File: src/intc_pkg.sv
package intc_pkg;

  // ****************************************
  // Init word fields
  // ****************************************
  localparam int IW1_MARK_BIT   = 4;
  localparam int IW1_SINGLE_BIT = 1;
  localparam int IW1_NEED4_BIT  = 0;
  localparam int IW1_GAP4_BIT   = 2;
  localparam int IW4_VECTOR_BIT = 1;

  // ****************************************
  // Command word fields
  // ****************************************
  localparam int MCW_MARK_BIT   = 3;
  localparam int MCW_POLL_BIT   = 2;
  localparam int MCW_RDSEL_BIT  = 1;
  localparam int MCW_ISRSEL_BIT = 0;
  localparam int PFW_FINISH_BIT = 5;
  localparam int PFW_SPEC_BIT   = 6;

  // ****************************************
  // Constants
  // ****************************************
  localparam logic [7:0] CALL_OPCODE  = 8'hcd;
  localparam logic [7:0] BYTE_ZERO    = 8'h00;
  localparam logic [1:0] CALL_LAST    = 2'h2;
  localparam logic [1:0] VECTOR_LAST  = 2'h1;
  localparam logic [1:0] CNT_ZERO     = 2'h0;
  localparam logic [1:0] CNT_ONE      = 2'h1;

  typedef enum logic [1:0] {
    INIT_READY = 2'b00,
    INIT_WAIT2 = 2'b01,
    INIT_WAIT3 = 2'b10,
    INIT_WAIT4 = 2'b11
  } init_state_e;

endpackage

File: src/intc_host_port.sv
`timescale 1ns/10ps
// Functional notes
// RULE1 - Data port drives only during selected reads or acknowledge bytes, else floats
// RULE2 - Strobes count only with chip select low; acknowledge ignores chip select
// RULE3 - Mask bit set blocks that request input; mask is readable
// RULE4 - Pending register bit n mirrors request input n; readable
// RULE5 - In-service bit n set while level n is being serviced; readable
// RULE6 - Init and command words stored but never readable
// RULE7 - Winner chosen from mask, in-service state and mode; the code uses pending, mask and in-service state only
// RULE8 - Address 0 read gives pending or in-service by mode word; address 1 gives mask
// RULE9 - Polling phase: address 0 read returns polling data
// RULE10 - Address 0 write: bit four first init word, else bit three picks word
// RULE11 - Address 1 write loads init words two to four, later the mask
// RULE12 - Read and write strobes together do nothing
// RULE13 - Master drives cascade address; slave compares it with its number
// RULE14 - Acknowledge sends call opcode plus address, or one vector byte
// RULE15 - Any write pulls interrupt output low while write strobe low
// RULE16 - Processor gives three acknowledge pulses in call mode, two in vector
module intc_host_port
  import intc_pkg::*;
(
  // Clock and reset
  input  wire logic       i_sys_clk,
  input  wire logic       i_rst,
  // Processor bus
  input  wire logic       i_cs_n,
  input  wire logic       i_rd_n,
  input  wire logic       i_wr_n,
  input  wire logic       i_addr0,
  input  wire logic [7:0] i_data,
  output logic      [7:0] o_data,
  output logic            o_data_oe,
  // Interrupt handshake
  input  wire logic       i_irq_acknowledge_n,
  output logic            o_int,
  // Requests
  input  wire logic [7:0] i_request_inputs,
  // Cascade
  input  wire logic       i_slave_n,
  input  wire logic [2:0] i_cascade_addr,
  output logic      [2:0] o_cascade_addr,
  output logic            o_cascade_addr_oe
);

  // ****************************************
  // Bus decode
  // ****************************************
  logic rd_act;
  logic wr_act;
  logic ack_act;
  logic wr_start;
  logic rd_end;
  logic ack_start;
  logic ack_end;

  assign rd_act  = ~i_cs_n & ~i_rd_n & i_wr_n; // [RULE2] [RULE12]
  assign wr_act  = ~i_cs_n & ~i_wr_n & i_rd_n; // [RULE2] [RULE12]
  assign ack_act = ~i_irq_acknowledge_n;        // [RULE2]

  edge_detect u_wr_edge (
    .i_sys_clk (i_sys_clk),
    .i_rst     (i_rst),
    .i_sig     (wr_act),
    .o_rise    (wr_start),
    .o_fall    ()
  );

  edge_detect u_rd_edge (
    .i_sys_clk (i_sys_clk),
    .i_rst     (i_rst),
    .i_sig     (rd_act),
    .o_rise    (),
    .o_fall    (rd_end)
  );

  edge_detect u_ack_edge (
    .i_sys_clk (i_sys_clk),
    .i_rst     (i_rst),
    .i_sig     (ack_act),
    .o_rise    (ack_start),
    .o_fall    (ack_end)
  );

  // ****************************************
  // Stored words
  // ****************************************
  init_state_e init_q;
  logic [7:0]  iw1_q;
  logic [7:0]  iw2_q;
  logic [7:0]  iw3_q;
  logic [7:0]  iw4_q;
  logic [7:0]  mask_q;
  logic        sel_isr_q;
  logic        poll_q;
  logic        w_iw1;
  logic        w_pfw;
  logic        w_mcw;
  logic        w_a1;

  assign w_iw1 = wr_start & ~i_addr0 & i_data[IW1_MARK_BIT];                           // [RULE10]
  assign w_pfw = wr_start & ~i_addr0 & ~i_data[IW1_MARK_BIT] & ~i_data[MCW_MARK_BIT]; // [RULE10]
  assign w_mcw = wr_start & ~i_addr0 & ~i_data[IW1_MARK_BIT] & i_data[MCW_MARK_BIT];  // [RULE10]
  assign w_a1  = wr_start & i_addr0;

  // Init sequence and words, write only
  always_ff @(posedge i_sys_clk) begin
    if (i_rst) begin
      init_q <= INIT_READY;
      iw1_q  <= BYTE_ZERO;
      iw2_q  <= BYTE_ZERO;
      iw3_q  <= BYTE_ZERO;
      iw4_q  <= BYTE_ZERO;
    end else if (w_iw1) begin
      iw1_q  <= i_data; // [RULE6]
      iw4_q  <= BYTE_ZERO;
      init_q <= INIT_WAIT2;
    end else if (w_a1) begin
      unique case (init_q) // [RULE11]
        INIT_WAIT2: begin
          iw2_q <= i_data;
          if (!iw1_q[IW1_SINGLE_BIT]) begin
            init_q <= INIT_WAIT3;
          end else if (iw1_q[IW1_NEED4_BIT]) begin
            init_q <= INIT_WAIT4;
          end else begin
            init_q <= INIT_READY;
          end
        end
        INIT_WAIT3: begin
          iw3_q  <= i_data;
          init_q <= iw1_q[IW1_NEED4_BIT] ? INIT_WAIT4 : INIT_READY;
        end
        INIT_WAIT4: begin
          iw4_q  <= i_data;
          init_q <= INIT_READY;
        end
        INIT_READY: begin
          init_q <= INIT_READY;
        end
      endcase
    end
  end

  // Mask register
  always_ff @(posedge i_sys_clk) begin
    if (i_rst || w_iw1) begin
      mask_q <= BYTE_ZERO;
    end else if (w_a1 && init_q == INIT_READY) begin
      mask_q <= i_data; // [RULE11] [RULE3]
    end
  end

  // Mode word: read select and polling phase
  always_ff @(posedge i_sys_clk) begin
    if (i_rst || w_iw1) begin
      sel_isr_q <= 1'b0;
      poll_q    <= 1'b0;
    end else if (w_mcw) begin
      if (i_data[MCW_RDSEL_BIT]) begin
        sel_isr_q <= i_data[MCW_ISRSEL_BIT]; // [RULE8]
      end
      poll_q <= i_data[MCW_POLL_BIT]; // [RULE9]
    end else if (rd_end && !i_addr0) begin
      poll_q <= 1'b0;
    end
  end

  // ****************************************
  // Requests and priority
  // ****************************************
  logic [7:0] pending_q;
  logic [7:0] isr_q;
  logic       res_valid;
  logic [2:0] res_level;
  logic [2:0] lvl_q;
  logic       poll_take;
  logic [1:0] ack_cnt_q;

  always_ff @(posedge i_sys_clk) begin
    if (i_rst) begin
      pending_q <= BYTE_ZERO;
    end else begin
      pending_q <= i_request_inputs; // [RULE4]
    end
  end

  priority_resolve u_resolve (
    .i_req   (pending_q),
    .i_mask  (mask_q),
    .i_isr   (isr_q),
    .o_valid (res_valid),
    .o_level (res_level)
  ); // [RULE7] [RULE3]

  assign poll_take = rd_end & ~i_addr0 & poll_q & res_valid;

  // In-service: set on first acknowledge or polled read, cleared by finish word
  always_ff @(posedge i_sys_clk) begin
    if (i_rst || w_iw1) begin
      isr_q <= BYTE_ZERO;
    end else begin
      if (w_pfw && i_data[PFW_FINISH_BIT]) begin
        if (i_data[PFW_SPEC_BIT]) begin
          isr_q[i_data[2:0]] <= 1'b0;
        end else begin
          isr_q <= isr_q & (isr_q - 8'h01);
        end
      end
      if ((ack_start && ack_cnt_q == CNT_ZERO && res_valid) || poll_take) begin
        isr_q[res_level] <= 1'b1; // [RULE5]
      end
    end
  end

  // ****************************************
  // Acknowledge sequence
  // ****************************************
  logic       ack_busy_q;
  logic       vec_mode;
  logic       single;
  logic       master;
  logic       mine;
  logic [7:0] low_byte;
  logic [7:0] ack_byte;
  logic       ack_drive;

  assign vec_mode = iw4_q[IW4_VECTOR_BIT];
  assign single   = iw1_q[IW1_SINGLE_BIT];
  assign master   = ~single & i_slave_n;

  // Slave answers only its own number; master leaves slave levels alone
  assign mine = single
              | (master & ~iw3_q[lvl_q])
              | (~single & ~i_slave_n & (i_cascade_addr == iw3_q[2:0])); // [RULE13]

  assign low_byte = iw1_q[IW1_GAP4_BIT] ? {iw1_q[7:5], lvl_q, 2'b00}
                                         : {iw1_q[7:6], lvl_q, 3'b000};

  always_ff @(posedge i_sys_clk) begin
    if (i_rst) begin
      ack_cnt_q  <= CNT_ZERO;
      ack_busy_q <= 1'b0;
      lvl_q      <= 3'h0;
    end else begin
      if (ack_start && ack_cnt_q == CNT_ZERO) begin
        ack_busy_q <= 1'b1;
        lvl_q      <= res_level;
      end
      if (ack_end) begin
        if (ack_cnt_q == (vec_mode ? VECTOR_LAST : CALL_LAST)) begin // [RULE16]
          ack_cnt_q  <= CNT_ZERO;
          ack_busy_q <= 1'b0;
        end else begin
          ack_cnt_q <= ack_cnt_q + CNT_ONE;
        end
      end
    end
  end

  // Byte for the current pulse
  always_comb begin
    ack_byte  = BYTE_ZERO;
    ack_drive = 1'b0;
    if (ack_act && ack_busy_q) begin
      if (vec_mode) begin
        ack_byte  = {iw2_q[7:3], lvl_q};
        ack_drive = (ack_cnt_q == VECTOR_LAST) & mine; // [RULE14]
      end else if (ack_cnt_q == CNT_ZERO) begin
        ack_byte  = CALL_OPCODE;
        ack_drive = single | master; // [RULE14]
      end else begin
        ack_byte  = (ack_cnt_q == CNT_ONE) ? low_byte : iw2_q;
        ack_drive = mine; // [RULE14]
      end
    end
  end

  // ****************************************
  // Data port
  // ****************************************
  always_ff @(posedge i_sys_clk) begin
    if (i_rst) begin
      o_data    <= BYTE_ZERO;
      o_data_oe <= 1'b0;
    end else begin
      o_data_oe <= rd_act | ack_drive; // [RULE1]
      if (ack_drive) begin
        o_data <= ack_byte;
      end else if (i_addr0) begin
        o_data <= mask_q; // [RULE8]
      end else if (poll_q) begin
        o_data <= {res_valid, 4'h0, res_level}; // [RULE9]
      end else begin
        o_data <= sel_isr_q ? isr_q : pending_q; // [RULE8]
      end
    end
  end

  // ****************************************
  // Interrupt and cascade outputs
  // ****************************************
  always_ff @(posedge i_sys_clk) begin
    if (i_rst) begin
      o_int <= 1'b0;
    end else begin
      o_int <= res_valid & ~ack_busy_q & ~wr_act & ~ack_act; // [RULE15]
    end
  end

  always_ff @(posedge i_sys_clk) begin
    if (i_rst) begin
      o_cascade_addr    <= 3'h0;
      o_cascade_addr_oe <= 1'b0;
    end else begin
      o_cascade_addr    <= ack_busy_q ? lvl_q : 3'h0; // [RULE13]
      o_cascade_addr_oe <= master & ack_busy_q;       // [RULE13]
    end
  end

  // ****************************************
  // Checks
  // ****************************************
  a_port_float: assert property (@(posedge i_sys_clk) disable iff (i_rst) // [RULE1]
    (!rd_act && !ack_act) |=> !o_data_oe)
    else $error("data port driven outside read or acknowledge");

  a_strobe_clash: assert property (@(posedge i_sys_clk) disable iff (i_rst) // [RULE12]
    (!i_rd_n && !i_wr_n) |=> ($stable(mask_q) && $stable(iw1_q)))
    else $error("both strobes caused a transfer");

  a_mask_blocks: assert property (@(posedge i_sys_clk) disable iff (i_rst) // [RULE3]
    res_valid |-> !mask_q[res_level])
    else $error("masked level won priority");

  a_pending_map: assert property (@(posedge i_sys_clk) disable iff (i_rst) // [RULE4]
    ##1 pending_q == $past(i_request_inputs))
    else $error("pending register does not follow inputs");

  a_isr_set: assert property (@(posedge i_sys_clk) disable iff (i_rst) // [RULE5]
    (ack_start && ack_cnt_q == CNT_ZERO && res_valid && !w_iw1) |=> isr_q[$past(res_level)])
    else $error("in-service bit not set on acknowledge");

  a_mask_read: assert property (@(posedge i_sys_clk) disable iff (i_rst) // [RULE8]
    (rd_act && i_addr0 && !ack_drive) |=> (o_data_oe && o_data == $past(mask_q)))
    else $error("address 1 read not returning mask");

  a_iw1_start: assert property (@(posedge i_sys_clk) disable iff (i_rst) // [RULE10]
    w_iw1 |=> (init_q == INIT_WAIT2 && mask_q == BYTE_ZERO))
    else $error("first init word did not start sequence");

  a_mask_init: assert property (@(posedge i_sys_clk) disable iff (i_rst) // [RULE11]
    (w_a1 && init_q != INIT_READY) |=> $stable(mask_q))
    else $error("mask loaded during init sequence");

  a_int_write: assert property (@(posedge i_sys_clk) disable iff (i_rst) // [RULE15]
    wr_act[*2] |-> !o_int)
    else $error("interrupt stayed high during write");

  a_call_opcode: assert property (@(posedge i_sys_clk) disable iff (i_rst) // [RULE14]
    (ack_act && ack_busy_q && !vec_mode && ack_cnt_q == CNT_ZERO && single)
      |=> (o_data_oe && o_data == CALL_OPCODE))
    else $error("call opcode not sent on first acknowledge");

endmodule

File: src/edge_detect.sv
`timescale 1ns/10ps
module edge_detect (
  // Clock and reset
  input  wire logic i_sys_clk,
  input  wire logic i_rst,
  // Level in, edges out
  input  wire logic i_sig,
  output logic      o_rise,
  output logic      o_fall
);
  logic prev_q;

  always_ff @(posedge i_sys_clk) begin
    if (i_rst) begin
      prev_q <= 1'b0;
    end else begin
      prev_q <= i_sig;
    end
  end

  assign o_rise = i_sig & ~prev_q;
  assign o_fall = ~i_sig & prev_q;
endmodule

File: src/priority_resolve.sv
`timescale 1ns/10ps
module priority_resolve (
  // Request state
  input  wire logic [7:0] i_req,
  input  wire logic [7:0] i_mask,
  input  wire logic [7:0] i_isr,
  // Winner
  output logic            o_valid,
  output logic [2:0]      o_level
);
  logic       found;
  logic       blocked;

  // Level 0 highest; a level in service blocks all levels below it but not itself
  always_comb begin
    found   = 1'b0;
    blocked = 1'b0;
    o_level = 3'h7;
    for (int i = 0; i < 8; i++) begin
      if (!found && !blocked && i_req[i] && !i_mask[i]) begin
        found   = 1'b1;
        o_level = 3'(i);
      end
      if (i_isr[i]) begin
        blocked = 1'b1;
      end
    end
    o_valid = found;
  end
endmodule

File: config.mk
export PLATFORM = sky130hd
export DESIGN_NAME = intc_host_port
export DESIGN_NICKNAME = d
export VERILOG_FILES = /design/src/intc_pkg.sv /design/src/intc_host_port.sv /design/src/edge_detect.sv /design/src/priority_resolve.sv
export SDC_FILE = /design/constraint.sdc
export NUM_CORES = 1
export LEC_CHECK = 0
export ABC_AREA = 1
export BUFFER_PORTS_ARGS = -buffer_cell sky130_fd_sc_hd__clkbuf_2
export CORE_MARGIN = 2
export CORE_UTILIZATION = 58
export CTS_CLUSTER_DIAMETER = 200
export DETAILED_ROUTE_END_ITERATION = 8
export PLACE_DENSITY_LB_ADDON = 0.1
export SLEW_MARGIN = 20
export SYNTH_ARGS = -nofsm -noshare
export SYNTH_HDL_FRONTEND = slang
export SYNTH_SLANG_ARGS = --single-unit
File: constraint.sdc
create_clock -name i_sys_clk -period 1.92 [get_ports i_sys_clk]
set_input_delay 0.192 -clock i_sys_clk [delete_from_list [all_inputs] [get_ports i_sys_clk]]
set_output_delay 0.192 -clock i_sys_clk [all_outputs]
set_load 0.05 [all_outputs]
Word level (Yosys, flattened, before mapping):

Index checks and enable logic that the tools add are counted.

* flip-flop bits (word level): 77
* bits of input ports: 27
* output and inout bits: 14
* logic and storage cells: 208

* add/subtract/negate cells: 2
* order comparisons: 5
* eq/ne operators: 6
* mux-type cells: 57
* bitwise logic cells: 50
* reductions and logical operators: 66

Operators by type and width (count)
* $mux W8: 12
* $logic_and A1 B1 Y1: 30
* $mux W1: 28
* $and A1 B1 Y1: 26
* $mux W3: 8
* $logic_not A1 Y1: 23
* $and A8 B8 Y8: 2
* $not A1 Y1: 16
* $lt A3 B4 Y1 const B: 3
* $mux W2: 4
* $not A8 Y8: 1
* $or A8 B8 Y8: 1
* $sub A8 B1 Y8 const B: 1
* $demux W1 S3: 2
* $ge A3 B1 Y1 const B: 2
* $mux W6: 1
* $pmux W2 S3: 1
* $reduce_and A3 Y1: 2
* $reduce_or A2 Y1: 3
* $eq A2 B1 Y1 const B: 2
* $eq A2 B2 Y1 const B: 2
* $logic_not A2 Y1: 2
* $or A1 B1 Y1: 4
* $reduce_and A2 Y1: 2
* 6 further kinds: 8

Logic depth before layout (Yosys ltp):

Gate-level depths: netlist (run 1).

* depth after elaboration: 44
* depth in mapped cells: 13
* depth with buffers taken out: 13

Cells and area by module:

Synthesis (run 1) repeated with hierarchy kept, for this count alone.

* cell total of the unflattened synthesis: 524
* area total of the unflattened synthesis: 3604.7 µm²

Modules (own cells, without submodules)
* intc_host_port: times used 1, cells an instance 462, area each 3259.4 µm², seq. area each 1421.4 µm²
* priority_resolve: times used 1, cells an instance 44, area each 229.0 µm², seq. area each 0.0 µm²
* edge_detect: times used 3, cells an instance 6, area each 38.8 µm², seq. area each 20.0 µm²

Worst setup path after synthesis (run 1):

Ideal clock, no wire load.

* kind: reg2reg
* start point: reg isr_q[0]
* end point: reg isr_q[0]
* setup time: 0.070 ns
* arrival time: 1.590 ns
* data required time: 1.850 ns
* path slack: 0.260 ns
* stages on the path, launching flop included: 12
* path buffers: 0
* period minus slack after synthesis: 1.660 ns
* cells stage by stage: dfxtp_1 > inv_1 > ha_1 > nand3_1 > inv_1 > nor2_1 > nand3_1 > nor2_2 > nand3_4 > nand2_4 > nand2_1 > a21oi_1

* cells in the longest elaborated chain, start to end: 42
* elaborated cells on any way between the ends: 71
* classes of those cells: 1 x add/sub; 2 x order compare; 27 x mux; 4 x bitwise; 37 x reduce/logical

RTL lines
* start, declared: line intc_host_port.sv:172 `logic [7:0] isr_q;`
* start signal, assigned: line intc_host_port.sv:206 `isr_q <= isr_q & (isr_q - 8'h01);`
* $mux W1: line priority_resolve.sv:24 `if (i_isr[i]) begin`
* $logic_not A1 Y1: line priority_resolve.sv:20 `if (!found && !blocked && i_req[i] && !i_mask[i]) begin`
* $logic_and A1 B1 Y1 (3 in series): line priority_resolve.sv:20
* $mux W1: line priority_resolve.sv:20
* $logic_not A1 Y1: line priority_resolve.sv:20
* $logic_and A1 B1 Y1 (3 in series): line priority_resolve.sv:20
* $mux W1: line priority_resolve.sv:20
* $logic_not A1 Y1: line priority_resolve.sv:20
* [... 20 more ...]
* $logic_and A1 B1 Y1 (3 in series): line priority_resolve.sv:20
* $mux W3: line priority_resolve.sv:20
* $lt A3 B4 Y1 (implied by the code) / $ge A3 B1 Y1 (equally long branches): line intc_host_port.sv:210 `isr_q[res_level] <= 1'b1;`
* $logic_and A1 B1 Y1 (implied by the code): line intc_host_port.sv:210
* $mux W1 (implied by the code): line intc_host_port.sv:210
* $demux W1 S3: line intc_host_port.sv:210
* $or A8 B8 Y8 (no line)
* $mux W8 *: line intc_host_port.sv:209 `if ((ack_start && ack_cnt_q == CNT_ZERO && res_valid) || poll_take) begin`

Mark *: on every way between the ends. The rest lies on a longest branch, timed or not. The select of a mux whose other input is x is not followed.
A chain may end at the register's enable or synchronous reset.

Final worst setup path (run 1):

* start point: reg isr_q[1]
* end point: reg isr_q[1]

* cells in the longest elaborated chain, start to end: 37
* elaborated cells on any way between the ends: 63
* classes of those cells: 1 x add/sub; 2 x order compare; 24 x mux; 4 x bitwise; 32 x reduce/logical

RTL lines (line)
* $mux W1: priority_resolve.sv:24
* $logic_not A1 Y1: priority_resolve.sv:20
* $logic_and A1 B1 Y1 (3 in series): priority_resolve.sv:20
* $mux W1: priority_resolve.sv:20
* $logic_not A1 Y1: priority_resolve.sv:20
* $logic_and A1 B1 Y1 (3 in series): priority_resolve.sv:20
* $mux W1: priority_resolve.sv:20
* $logic_not A1 Y1: priority_resolve.sv:20
* [... 15 more ...]
* $logic_and A1 B1 Y1 (3 in series): priority_resolve.sv:20
* $mux W3: priority_resolve.sv:20
* $lt A3 B4 Y1 (implied by the code) / $ge A3 B1 Y1 (equally long branches): intc_host_port.sv:210
* $logic_and A1 B1 Y1 (implied by the code): intc_host_port.sv:210
* $mux W1 (implied by the code): intc_host_port.sv:210
* $demux W1 S3: intc_host_port.sv:210
* $or A8 B8 Y8 (no line)
* $mux W8 *: intc_host_port.sv:209

Marks and branches as above.

==> results of run 1 <==
-- final cells by class --
cell class                      instances  share of cell area, %
Timing Repair Buffer                   62                   8.35
Clock inverter                          5                   1.77
Inverter                               79                   6.81
Tap cell                               77                   2.20
Clock buffer                           11                   3.23
Multi-Input combinational cell        380                   43.8
Sequential cell                        74                   33.9
-- per-layer routing --
layer  GRT usage (%)  vias to the layer above  routed length, um
met5               0                        -                  0
met4            16.7                        0                503
met3            4.23                       43                648
met2            54.9                      156               5350
met1            38.6                     1750               4530
li1                -                     1904                  -
-- sequential cells by signal, indices dropped and copies added, names as in the netlist, 6 cells and up --
name,count
iw2_q,8
isr_q,8
pending_q,8
iw1_q,6
mask_q,8
iw3_q,8
o_data,8
-- stage by stage --
step	std cells	cell area [um^2]	setup TNS, ns	power [uW]
CTS	681	4300	0	3500
finish	688	4380	0	3540
floorplan	547	3730	0	2010
global placement	665	4080	0	2190
global route	688	4380	-0.0834	3660
detailed placement	665	4080	0	2190
-- worst max-delay path by stage --
stage / startpoint / end / slack [ns] / cells after the start
2_1_floorplan: isr_q[0] / isr_q[0] / 0.26 / 11
3_3_place_gp: ack_cnt_q[1] / isr_q[0] / 0.11 / 9
3_5_place_dp: ack_cnt_q[1] / isr_q[1] / 0.08 / 9
4_1_cts: ack_cnt_q[1] / isr_q[1] / 0.05 / 9
5_1_grt: isr_q[1] / isr_q[3] / -0.03 / 11
6_report: isr_q[1] / isr_q[1] / 0.11 / 11
-- worst max-delay path, cell delays in order (launching register included) --
cell	delay, ns
dfxtp_2	0.36
inv_1	0.08
ha_2	0.20
nand3_1	0.13
inv_1	0.08
nor2_2	0.12
nand3_1	0.11
nor2_2	0.17
nand3_4	0.14
buf_4	0.17
nand3_1	0.07
a21oi_1	0.07
-- synth_stat cells, drive strengths merged --
cell / instances / share of area [%]
nand3: 41 / 6.1
nand2: 98 / 10
ha: 4 / 1.3
a31oi: 2 / 0.33
nand3b: 1 / 0.20
nor3: 6 / 1.2
a2111o: 1 / 0.30
o21ai: 53 / 7.2
nor3b: 1 / 0.20
inv: 78 / 7.8
a21oi: 47 / 6.9
buf: 7 / 1.1
nand4: 8 / 1.7
clkbuf: 7 / 0.70
o22ai: 5 / 0.84
clkinv: 1 / 0.13
a211oi: 14 / 2.8
or2: 1 / 0.17
o211ai: 3 / 0.60
o221ai: 1 / 0.23
dfxtp: 74 / 40
nor2: 94 / 9.9
-- cell families (layout without fill, tap and decap cells) --
kind of cell	count (synthesis)	after routing	synth area share, %
compound gates	126	126	19.2
simple gates	250	250	30.0
fa+ha+maj	4	4	1.34
flops	74	74	39.7
buf+inv	93	157	9.75
-- timing repair --
action                     4_1_cts  5_1_grt
setup endpoints to repair        0       15
buffers inserted                 0        7
gates resized for setup          0       11
-- where the power goes --
part / switching (uW) / leakage, uW / internal [uW] / total [uW]
Combinational: 389 / 0.00132 / 190 / 579
Sequential: 37.7 / 0.000603 / 1590 / 1620
Clock: 576 / 0.000109 / 763 / 1340
Total: 1000 / 0.00203 / 2540 / 3540
==> flow_metrics.py, run 1 <==
metrics = {
    "clock_network": {
        "clock-sinks": 74,
        "clk_latency_ns": 0.35,
        "cts_buffers": 9,
        "clkTransAtPathRegs_ns": 0.08,
        "cts_tree": "yes",
        "hold_buffers": 0,
        "cts_htree_levels": 3,
        "cts_root_buf": "clkbuf_8",
        "clockBufferDepth": 2,
    },
    "yosys": {
        "yosysSeqAreaShare_pct": 39.7,
        "ys_seq_elements": 74,
        "synth_warnings": 0,
        "syn_nets": 578,
        "synthCells": 547,
        "ys_types": 34,
        "syn_area_per_cell_um2": 6.83,
        "syn-cell-area_um2": 3730,
    },
    "sta": {
        "tightest_slew_ns": 0.568,
        "final-hold-violation-count": 0,
        "skew_ns": 0.0130,
        "setup_violations": 0,
        "holdWs_ns": 0.0285,
        "max_freq_mhz": 552,
        "period_needed_ns": 1.81,
        "layout_setup_ws_ns": 0.109,
        "drv_slew": 0,
        "max_slew_margin_pct": 62.1,
        "post-route-period-util_pct": 94.3,
    },
    "cells_and_area": {
        "area_growth_pct": 17.2,
        "nNetsFinal": 637,
        "layout_commonest_cell": "nand2_1",
        "multi_input_area_um2": 1910,
        "mostFrequentLayoutCells": "nand2_1, nor2_1, inv_1",
        "postLayoutCoreUtil_pct": 69.7,
        "n_fill_cell": 558,
        "drive_gt1_share_pct": 17.8,
        "n_antenna_cell": 0,
        "seqCellArea_um2": 1480,
    },
    "hold_path": {
        "whs_path_depth": 3,
        "hold_start": "i_request_inputs[3]",
        "whs_endpoint": "pending_q[3]",
        "worstHoldPathType": "in2reg",
    },
    "die": {
        "die_h_um": 84.2,
        "rows": 29,
        "die_x_um": 84.2,
        "ios": 41,
        "start_util_pct": 59.5,
        "placeableCoreArea_um2": 6280,
        "die-area_um2": 7100,
    },
    "critical_path": {
        "rr_endpoint": "isr_q[1]",
        "worstPathMaxFanout": 8,
        "crit_type": "reg2reg",
        "worstReg2RegStart": "isr_q[1]",
        "required_ns": 2.15,
        "reg2reg_slack_ns": 0.11,
        "startpoint_type": "flip-flop",
        "reg2reg_depth": 11,
        "end_kind": "flip-flop",
        "arrival_ns": 2.05,
    },
    "status": {
        "status": "finished, final reports clean",
    },
    "global_routing": {
        "grt_pass1_wl_um": 17700,
        "grt_pass1_vias": 3621,
        "grt_max_degree": 20,
        "antenna_found_initial": 0,
        "gr-usage-all-layers_pct": 31.8,
        "grt_overflow": 0,
    },
    "placement": {
        "pre_cts_slack_ns": 0.0799,
        "io_buffers": 40,
        "hpwl_um": 8310,
        "routabilityCongestion": 0.953,
    },
    "drt": {
        "wl_per_cell_um": 16.0,
        "drc_errors": 0,
        "first_pass_iters": 5,
        "via_per_inst": 5.60,
        "vias": 3853,
        "drt_iter0_drc": 301,
        "postRouteAntennaNets": 0,
        "drt_wl_total_um": 11000,
    },
    "power_and_ir_drop": {
        "powerDensity_nw_per_um2": 810,
        "ir_drop_mv": 0.559,
        "p_leak_uw": 0.00203,
    },
    "flow_run": {
        "max_cap_violations": 0,
    },
}
Note: power is estimated with default switching activity, not from simulation.
==> run 2, diff against run 1 <==
- CORE_UTILIZATION: 58 -> 62
- CTS_BUF_LIST: not set -> sky130_fd_sc_hd__clkbuf_16
- clock period: 1.92 -> 2.1 ns (I/O delays scaled with it)
==> run 2 against run 1 <==
  * Via count is 1.8% higher
  * Global-route usage is 2.9 points higher
  * Maximum frequency is 9.6% lower
  * Non-clock buffer count is 16 lower
  * Clock skew is 0.0066 ns lower
  * Cell count is 2.8% lower
  * First-iteration DRC count is 43% higher
  * Critical path type unchanged
  * Largest cell class unchanged
==> flow_metrics.py, run 2 (synthesis gave the netlist of run 1 again) <==
metrics = {
    "status": {
        "status": "finished, final reports clean",
    },
    "die": {
        "ios": 41,
        "rows": 28,
        "die_h_um": 81.6,
        "die_x_um": 81.6,
        "placeableCoreArea_um2": 5890,
        "die-area_um2": 6660,
        "start_util_pct": 63.5,
    },
    "power_and_ir_drop": {
        "p_int_uw": 2500,
        "powerDensity_nw_per_um2": 796,
        "p_clk_share_pct": 42.1,
        "combPwrFrac_pct": 14.6,
        "power_frac_seq_pct": 43.3,
        "ir_drop_mv": 0.577,
        "switching_power_uw": 945,
        "p_sw_share_pct": 27.5,
        "p_leak_uw": 0.00200,
    },
    "critical_path": {
        "required_ns": 2.30,
        "end_kind": "flip-flop",
        "worstReg2RegStart": "ack_cnt_q[0]",
        "worstPathMaxFanout": 10,
        "crit_type": "reg2reg",
        "arrival_ns": 2.20,
        "worstSetupStartpoint": "ack_cnt_q[0]",
        "startpoint_type": "flip-flop",
    },
    "drt": {
        "drt_wl_total_um": 10900,
        "drt_iter0_drc": 430,
        "drc_errors": 0,
        "wl_met2_um": 4740,
        "wl_per_cell_um": 16.3,
        "wl_met3_um": 1160,
        "vias": 3924,
        "dr.max_layer_used": "met4",
        "wl_met1_um": 4670,
        "first_pass_iters": 5,
        "via_per_inst": 5.87,
        "postRouteAntennaNets": 0,
    },
    "cells_and_area": {
        "drive_gt1_share_pct": 14.5,
        "final_area_um2": 4320,
        "n_fill_cell": 512,
        "layout_commonest_cell": "nand2_1",
        "area_growth_pct": 15.7,
        "n_antenna_cell": 0,
        "mostFrequentLayoutCells": "nand2_1, nor2_1, inv_1",
        "nNetsFinal": 622,
    },
    "clock_network": {
        "cts_htree_levels": 3,
        "clockBufferDepth": 2,
        "cts_buffers": 9,
        "clock-sinks": 74,
        "cts_resized": 0,
        "clk_latency_ns": 0.33,
        "cts_tree": "yes",
        "clkTransAtPathRegs_ns": 0.05,
        "cts_root_buf": "clkbuf_16",
        "hold_buffers": 0,
        "post_cts_buffers": 0,
    },
    "sta": {
        "drv_slew": 0,
        "post-route-period-util_pct": 95.3,
        "skew_ns": 0.00640,
        "max_freq_mhz": 499,
        "max_slew_margin_pct": 58.5,
        "setup_violations": 0,
        "tightest_slew_ns": 0.622,
        "final-hold-violation-count": 0,
        "period_needed_ns": 2.00,
        "rsz0062_at_grt": "false",
        "tns_ns": 0,
    },
    "global_routing": {
        "gr-usage-all-layers_pct": 34.7,
        "antenna_found_initial": 0,
        "grt_pass1_wl_um": 17300,
        "grt_max_degree": 21,
        "grt_pass1_vias": 3584,
        "grt_overflow": 0,
    },
    "hold_path": {
        "hold_start": "i_request_inputs[6]",
        "worstHoldPathType": "in2reg",
    },
    "placement": {
        "io_buffers": 40,
        "routabilityCongestion": 0.993,
        "placed_cell_area_um2": 4020,
        "hpwl_um": 7820,
    },
    "flow_run": {
        "max_cap_violations": 0,
    },
}
[run 2: cell count changes in the layout (fill, tap and decap cells not counted), moves of 2 or more]
cell | previous run | this run
nor2_1 | 85 | 88
nand3_2 | 2 | 4
clkbuf_16 | 0 | 9
ha_2 | 2 | 0
a21oi_2 | 2 | 0
clkbuf_8 | 10 | 0
ha_1 | 2 | 4
nor2_2 | 8 | 4
buf_4 | 22 | 5
a21oi_1 | 43 | 45
[run 2: layout make-up]
type                            instances  area, um^2  area share, %
Tap cell                               75        93.8           2.17
Inverter                               79         298           6.89
Sequential cell                        74        1480           34.3
Clock buffer                            9         225           5.21
Timing Repair Buffer                   46         258           5.97
Multi-Input combinational cell        381        1910           44.3
Clock inverter                          5        48.8           1.13
[run 2: per-layer routing]
metal  GRT usage [%]  vias up
met5               0        -
met4            15.5        0
met3            7.58       30
met2            52.2      237
met1            47.7     1777
li1                -     1880
[run 2: metrics by stage]
| step | setup WS [ns] | hold WS (ns) | std cells | total power [uW] | util [%] |
|---|---|---|---|---|---|
| 6_report | 0.0978 | 0.0687 | 669 | 3440 | 73.4 |
| 5_1_grt | 0.00221 | 0.0761 | 669 | 3550 | 73.4 |
| 4_1_cts | 0.0841 | 0.0689 | 668 | 3420 | 73.0 |
| 3_5_place_dp | 0.108 | 0.406 | 654 | 1990 | 68.3 |
| 3_3_place_gp | 0.187 | 0.403 | 654 | 1980 | 68.3 |
| 2_1_floorplan | 0.440 | 0.282 | 547 | 1840 | - |
[run 2: final timing paths]
| path | to | slack [ns] | depth (start not counted) |
|---|---|---|---|
| setup reg to reg | o_data[5] | 0.1 | 10 |
| hold reg to reg | mask_q[5] | 0.50 | 2 |
| setup / recovery | o_data[5] | 0.1 | 10 |
| hold / removal | pending_q[6] | 0.07 | 3 |
[run 2: power groups by stage]
stage / Combinational [uW] / Sequential [uW] / Clock, uW
global placement: 462 / 1520 / 0
CTS: 478 / 1490 / 1450
finish: 501 / 1490 / 1450
floorplan: 283 / 1550 / 0
global route: 548 / 1490 / 1510
detailed placement: 470 / 1520 / 0
[run 2: critical path: stages, from the launching register on]
cell and delay (ns):
dfxtp_1 0.35, inv_1 0.09, ha_1 0.27, nand2_4 0.13, o21ai_2 0.07, nor2_2 0.09
nand3_2 0.11, a21oi_4 0.23, nand2_4 0.13, o21ai_0 0.31, nor2_1 0.09
==> run 3, diff against run 2 <==
- SYNTH_HIERARCHICAL: not set -> 1
==> run 3 against run 2 <==
  * The flow now finishes with violations (design-rule violations)
  * Non-clock buffer count up 8
  * Utilization up 3.5 points
  * Die area down 3.6%
  * Sequential power about the same
  * Synthesized area down 3.8%
  * Clock skew up 0.0025 ns
  * First-iteration DRC count down 26%
  * Sequential cell count unchanged
  * Synthesized cell count down 4.8%
  * Combinational power down 1%
  * Clock power up 13%
  * Largest cell class unchanged
  * Highest routed layer unchanged
==> flow_metrics.py, run 3 <==
metrics = {
    "power_and_ir_drop": {
        "combPwrFrac_pct": 13.7,
        "powerDensity_nw_per_um2": 852,
        "power_frac_seq_pct": 41.1,
        "p_clk_share_pct": 45.2,
        "ir_drop_mv": 0.609,
        "p_leak_uw": 0.00189,
        "p_sw_share_pct": 27.1,
        "switching_power_uw": 984,
        "p_int_uw": 2650,
    },
    "critical_path": {
        "crit_type": "reg2reg",
        "startpoint_type": "flip-flop",
        "worstSetupStartpoint": "ack_cnt_q[0]",
        "end_kind": "flip-flop",
        "worstPathMaxFanout": 9,
        "worstReg2RegStart": "ack_cnt_q[0]",
        "arrival_ns": 2.16,
        "required_ns": 2.37,
        "reg2reg_depth": 11,
    },
    "drt": {
        "drc_errors": 1,
        "via_per_inst": 5.67,
        "wl_per_cell_um": 15.8,
        "vias": 3697,
        "first_pass_iters": 7,
        "drt_iter0_drc": 320,
        "drt_wl_total_um": 10300,
        "postRouteAntennaNets": 0,
    },
    "global_routing": {
        "antenna_found_initial": 0,
        "grt_pass1_vias": 3501,
        "grt_pass1_wl_um": 16600,
        "grt_overflow": 0,
        "gr-usage-all-layers_pct": 34.4,
        "grt_max_degree": 21,
    },
    "sta": {
        "skew_ns": 0.00892,
        "post-route-period-util_pct": 89.6,
        "max_slew_margin_pct": 68.9,
        "rsz0062_at_grt": "false",
        "setup_violations": 0,
        "tightest_slew_ns": 0.465,
        "final-hold-violation-count": 0,
        "holdWs_ns": 0.0626,
        "max_freq_mhz": 532,
        "tns_ns": 0,
        "period_needed_ns": 1.88,
        "drv_slew": 0,
    },
    "yosys": {
        "synthCells": 521,
        "synth_warnings": 6,
        "syn_area_per_cell_um2": 6.90,
        "syn_nets": 551,
        "syn-cell-area_um2": 3590,
    },
    "cells_and_area": {
        "layout_commonest_cell": "inv_1",
        "fin_cells": 652,
        "n_antenna_cell": 0,
        "n_fill_cell": 424,
        "multi_input_area_um2": 1730,
        "drive_gt1_share_pct": 15.5,
        "nNetsFinal": 605,
        "final_area_um2": 4260,
        "mostFrequentLayoutCells": "inv_1, nand2_1, dfxtp_1",
        "area_growth_pct": 18.6,
        "seqCellArea_um2": 1480,
    },
    "hold_path": {
        "hold_start": "i_request_inputs[4]",
        "whs_path_depth": 3,
        "worstHoldPathType": "in2reg",
    },
    "placement": {
        "placed_cell_area_um2": 3940,
        "io_buffers": 40,
        "hpwl_um": 7540,
        "routabilityCongestion": 1.03,
        "dp.cells": 636,
    },
    "clock_network": {
        "hold_buffers": 0,
        "clkTransAtPathRegs_ns": 0.06,
        "clockBufferDepth": 2,
        "cts_htree_levels": 3,
        "clk_latency_ns": 0.34,
        "clock-sinks": 74,
        "cts_tree": "yes",
        "cts_root_buf": "clkbuf_16",
        "cts_buffers": 9,
        "post_cts_buffers": 0,
    },
    "die": {
        "ios": 41,
        "die_x_um": 80.1,
        "placeableCoreArea_um2": 5540,
        "die-area_um2": 6420,
        "die_h_um": 80.1,
        "start_util_pct": 64.9,
        "rows": 27,
    },
    "flow_run": {
        "max_cap_violations": 0,
    },
    "status": {
        "failed_checks": "design-rule violations",
        "status": "finished, violations left",
    },
}
==> run 3: per-layer routing <==
metal  share of wire (%)  GRT usage [%]  up-vias  routed length, um
met1                  41           40.5     1673               4190
met4                 3.4           18.0        0                353
met5                   0              0        -                  0
li1                    -              -     1810                  -
met3                 6.8           5.06       38                703
met2                  49           60.2      176               5070
==> run 3: critical path, cell delays in order, from the launching register on <==
cell and delay (ns):
dfxtp_1 0.40, inv_1 0.09, ha_1 0.29, nand2_4 0.12, nand2_2 0.05, nor2_2 0.09
nand2_2 0.07, a21oi_4 0.30, nand2_4 0.14, nand2_1 0.10, nand2_1 0.05, nor2_1 0.09
==> run 3: cell type report <==
| type | instances | area share [%] |
|---|---|---|
| Timing Repair Buffer | 54 | 7.16 |
| Sequential cell | 74 | 34.8 |
| Clock buffer | 9 | 5.28 |
| Tap cell | 72 | 2.11 |
| Clock inverter | 7 | 2.17 |
| Multi-Input combinational cell | 346 | 40.6 |
| Inverter | 90 | 7.92 |
==> run 3: metrics by stage <==
stage | utilization [%] | power [uW] | worst slack (ns)
final | 76.9 | 3630 | 0.219
after global routing | 76.9 | 3740 | 0.0955
after CTS | 76.8 | 3620 | 0.235
after detailed placement | 71.1 | 2000 | 0.0738
after global placement | 71.1 | 1990 | 0.127
after floorplan | - | 1830 | 0.479
==> run 3: power groups by stage <==
stage	logic [uW]	clock network (uW)	registers, uW
3_3_place_gp	469	0	1520
4_1_cts	482	1650	1490
2_1_floorplan	273	0	1560
3_5_place_dp	476	0	1520
5_1_grt	541	1700	1500
6_report	496	1640	1490
==> run 3: final timing paths <==
| check | endpoint | slack, ns |
|---|---|---|
| worst max-delay path | o_data[6] | 0.22 |
| worst min-delay path | pending_q[4] | 0.06 |
| worst max register to register | o_data[6] | 0.22 |
| worst min register to register | isr_q[7] | 0.47 |
==> run 3: timing repair <==
action / in CTS / in global routing
hold endpoints to repair: 0 / 0
setup endpoints to repair: 0 / 1
gates resized for setup: 0 / 1
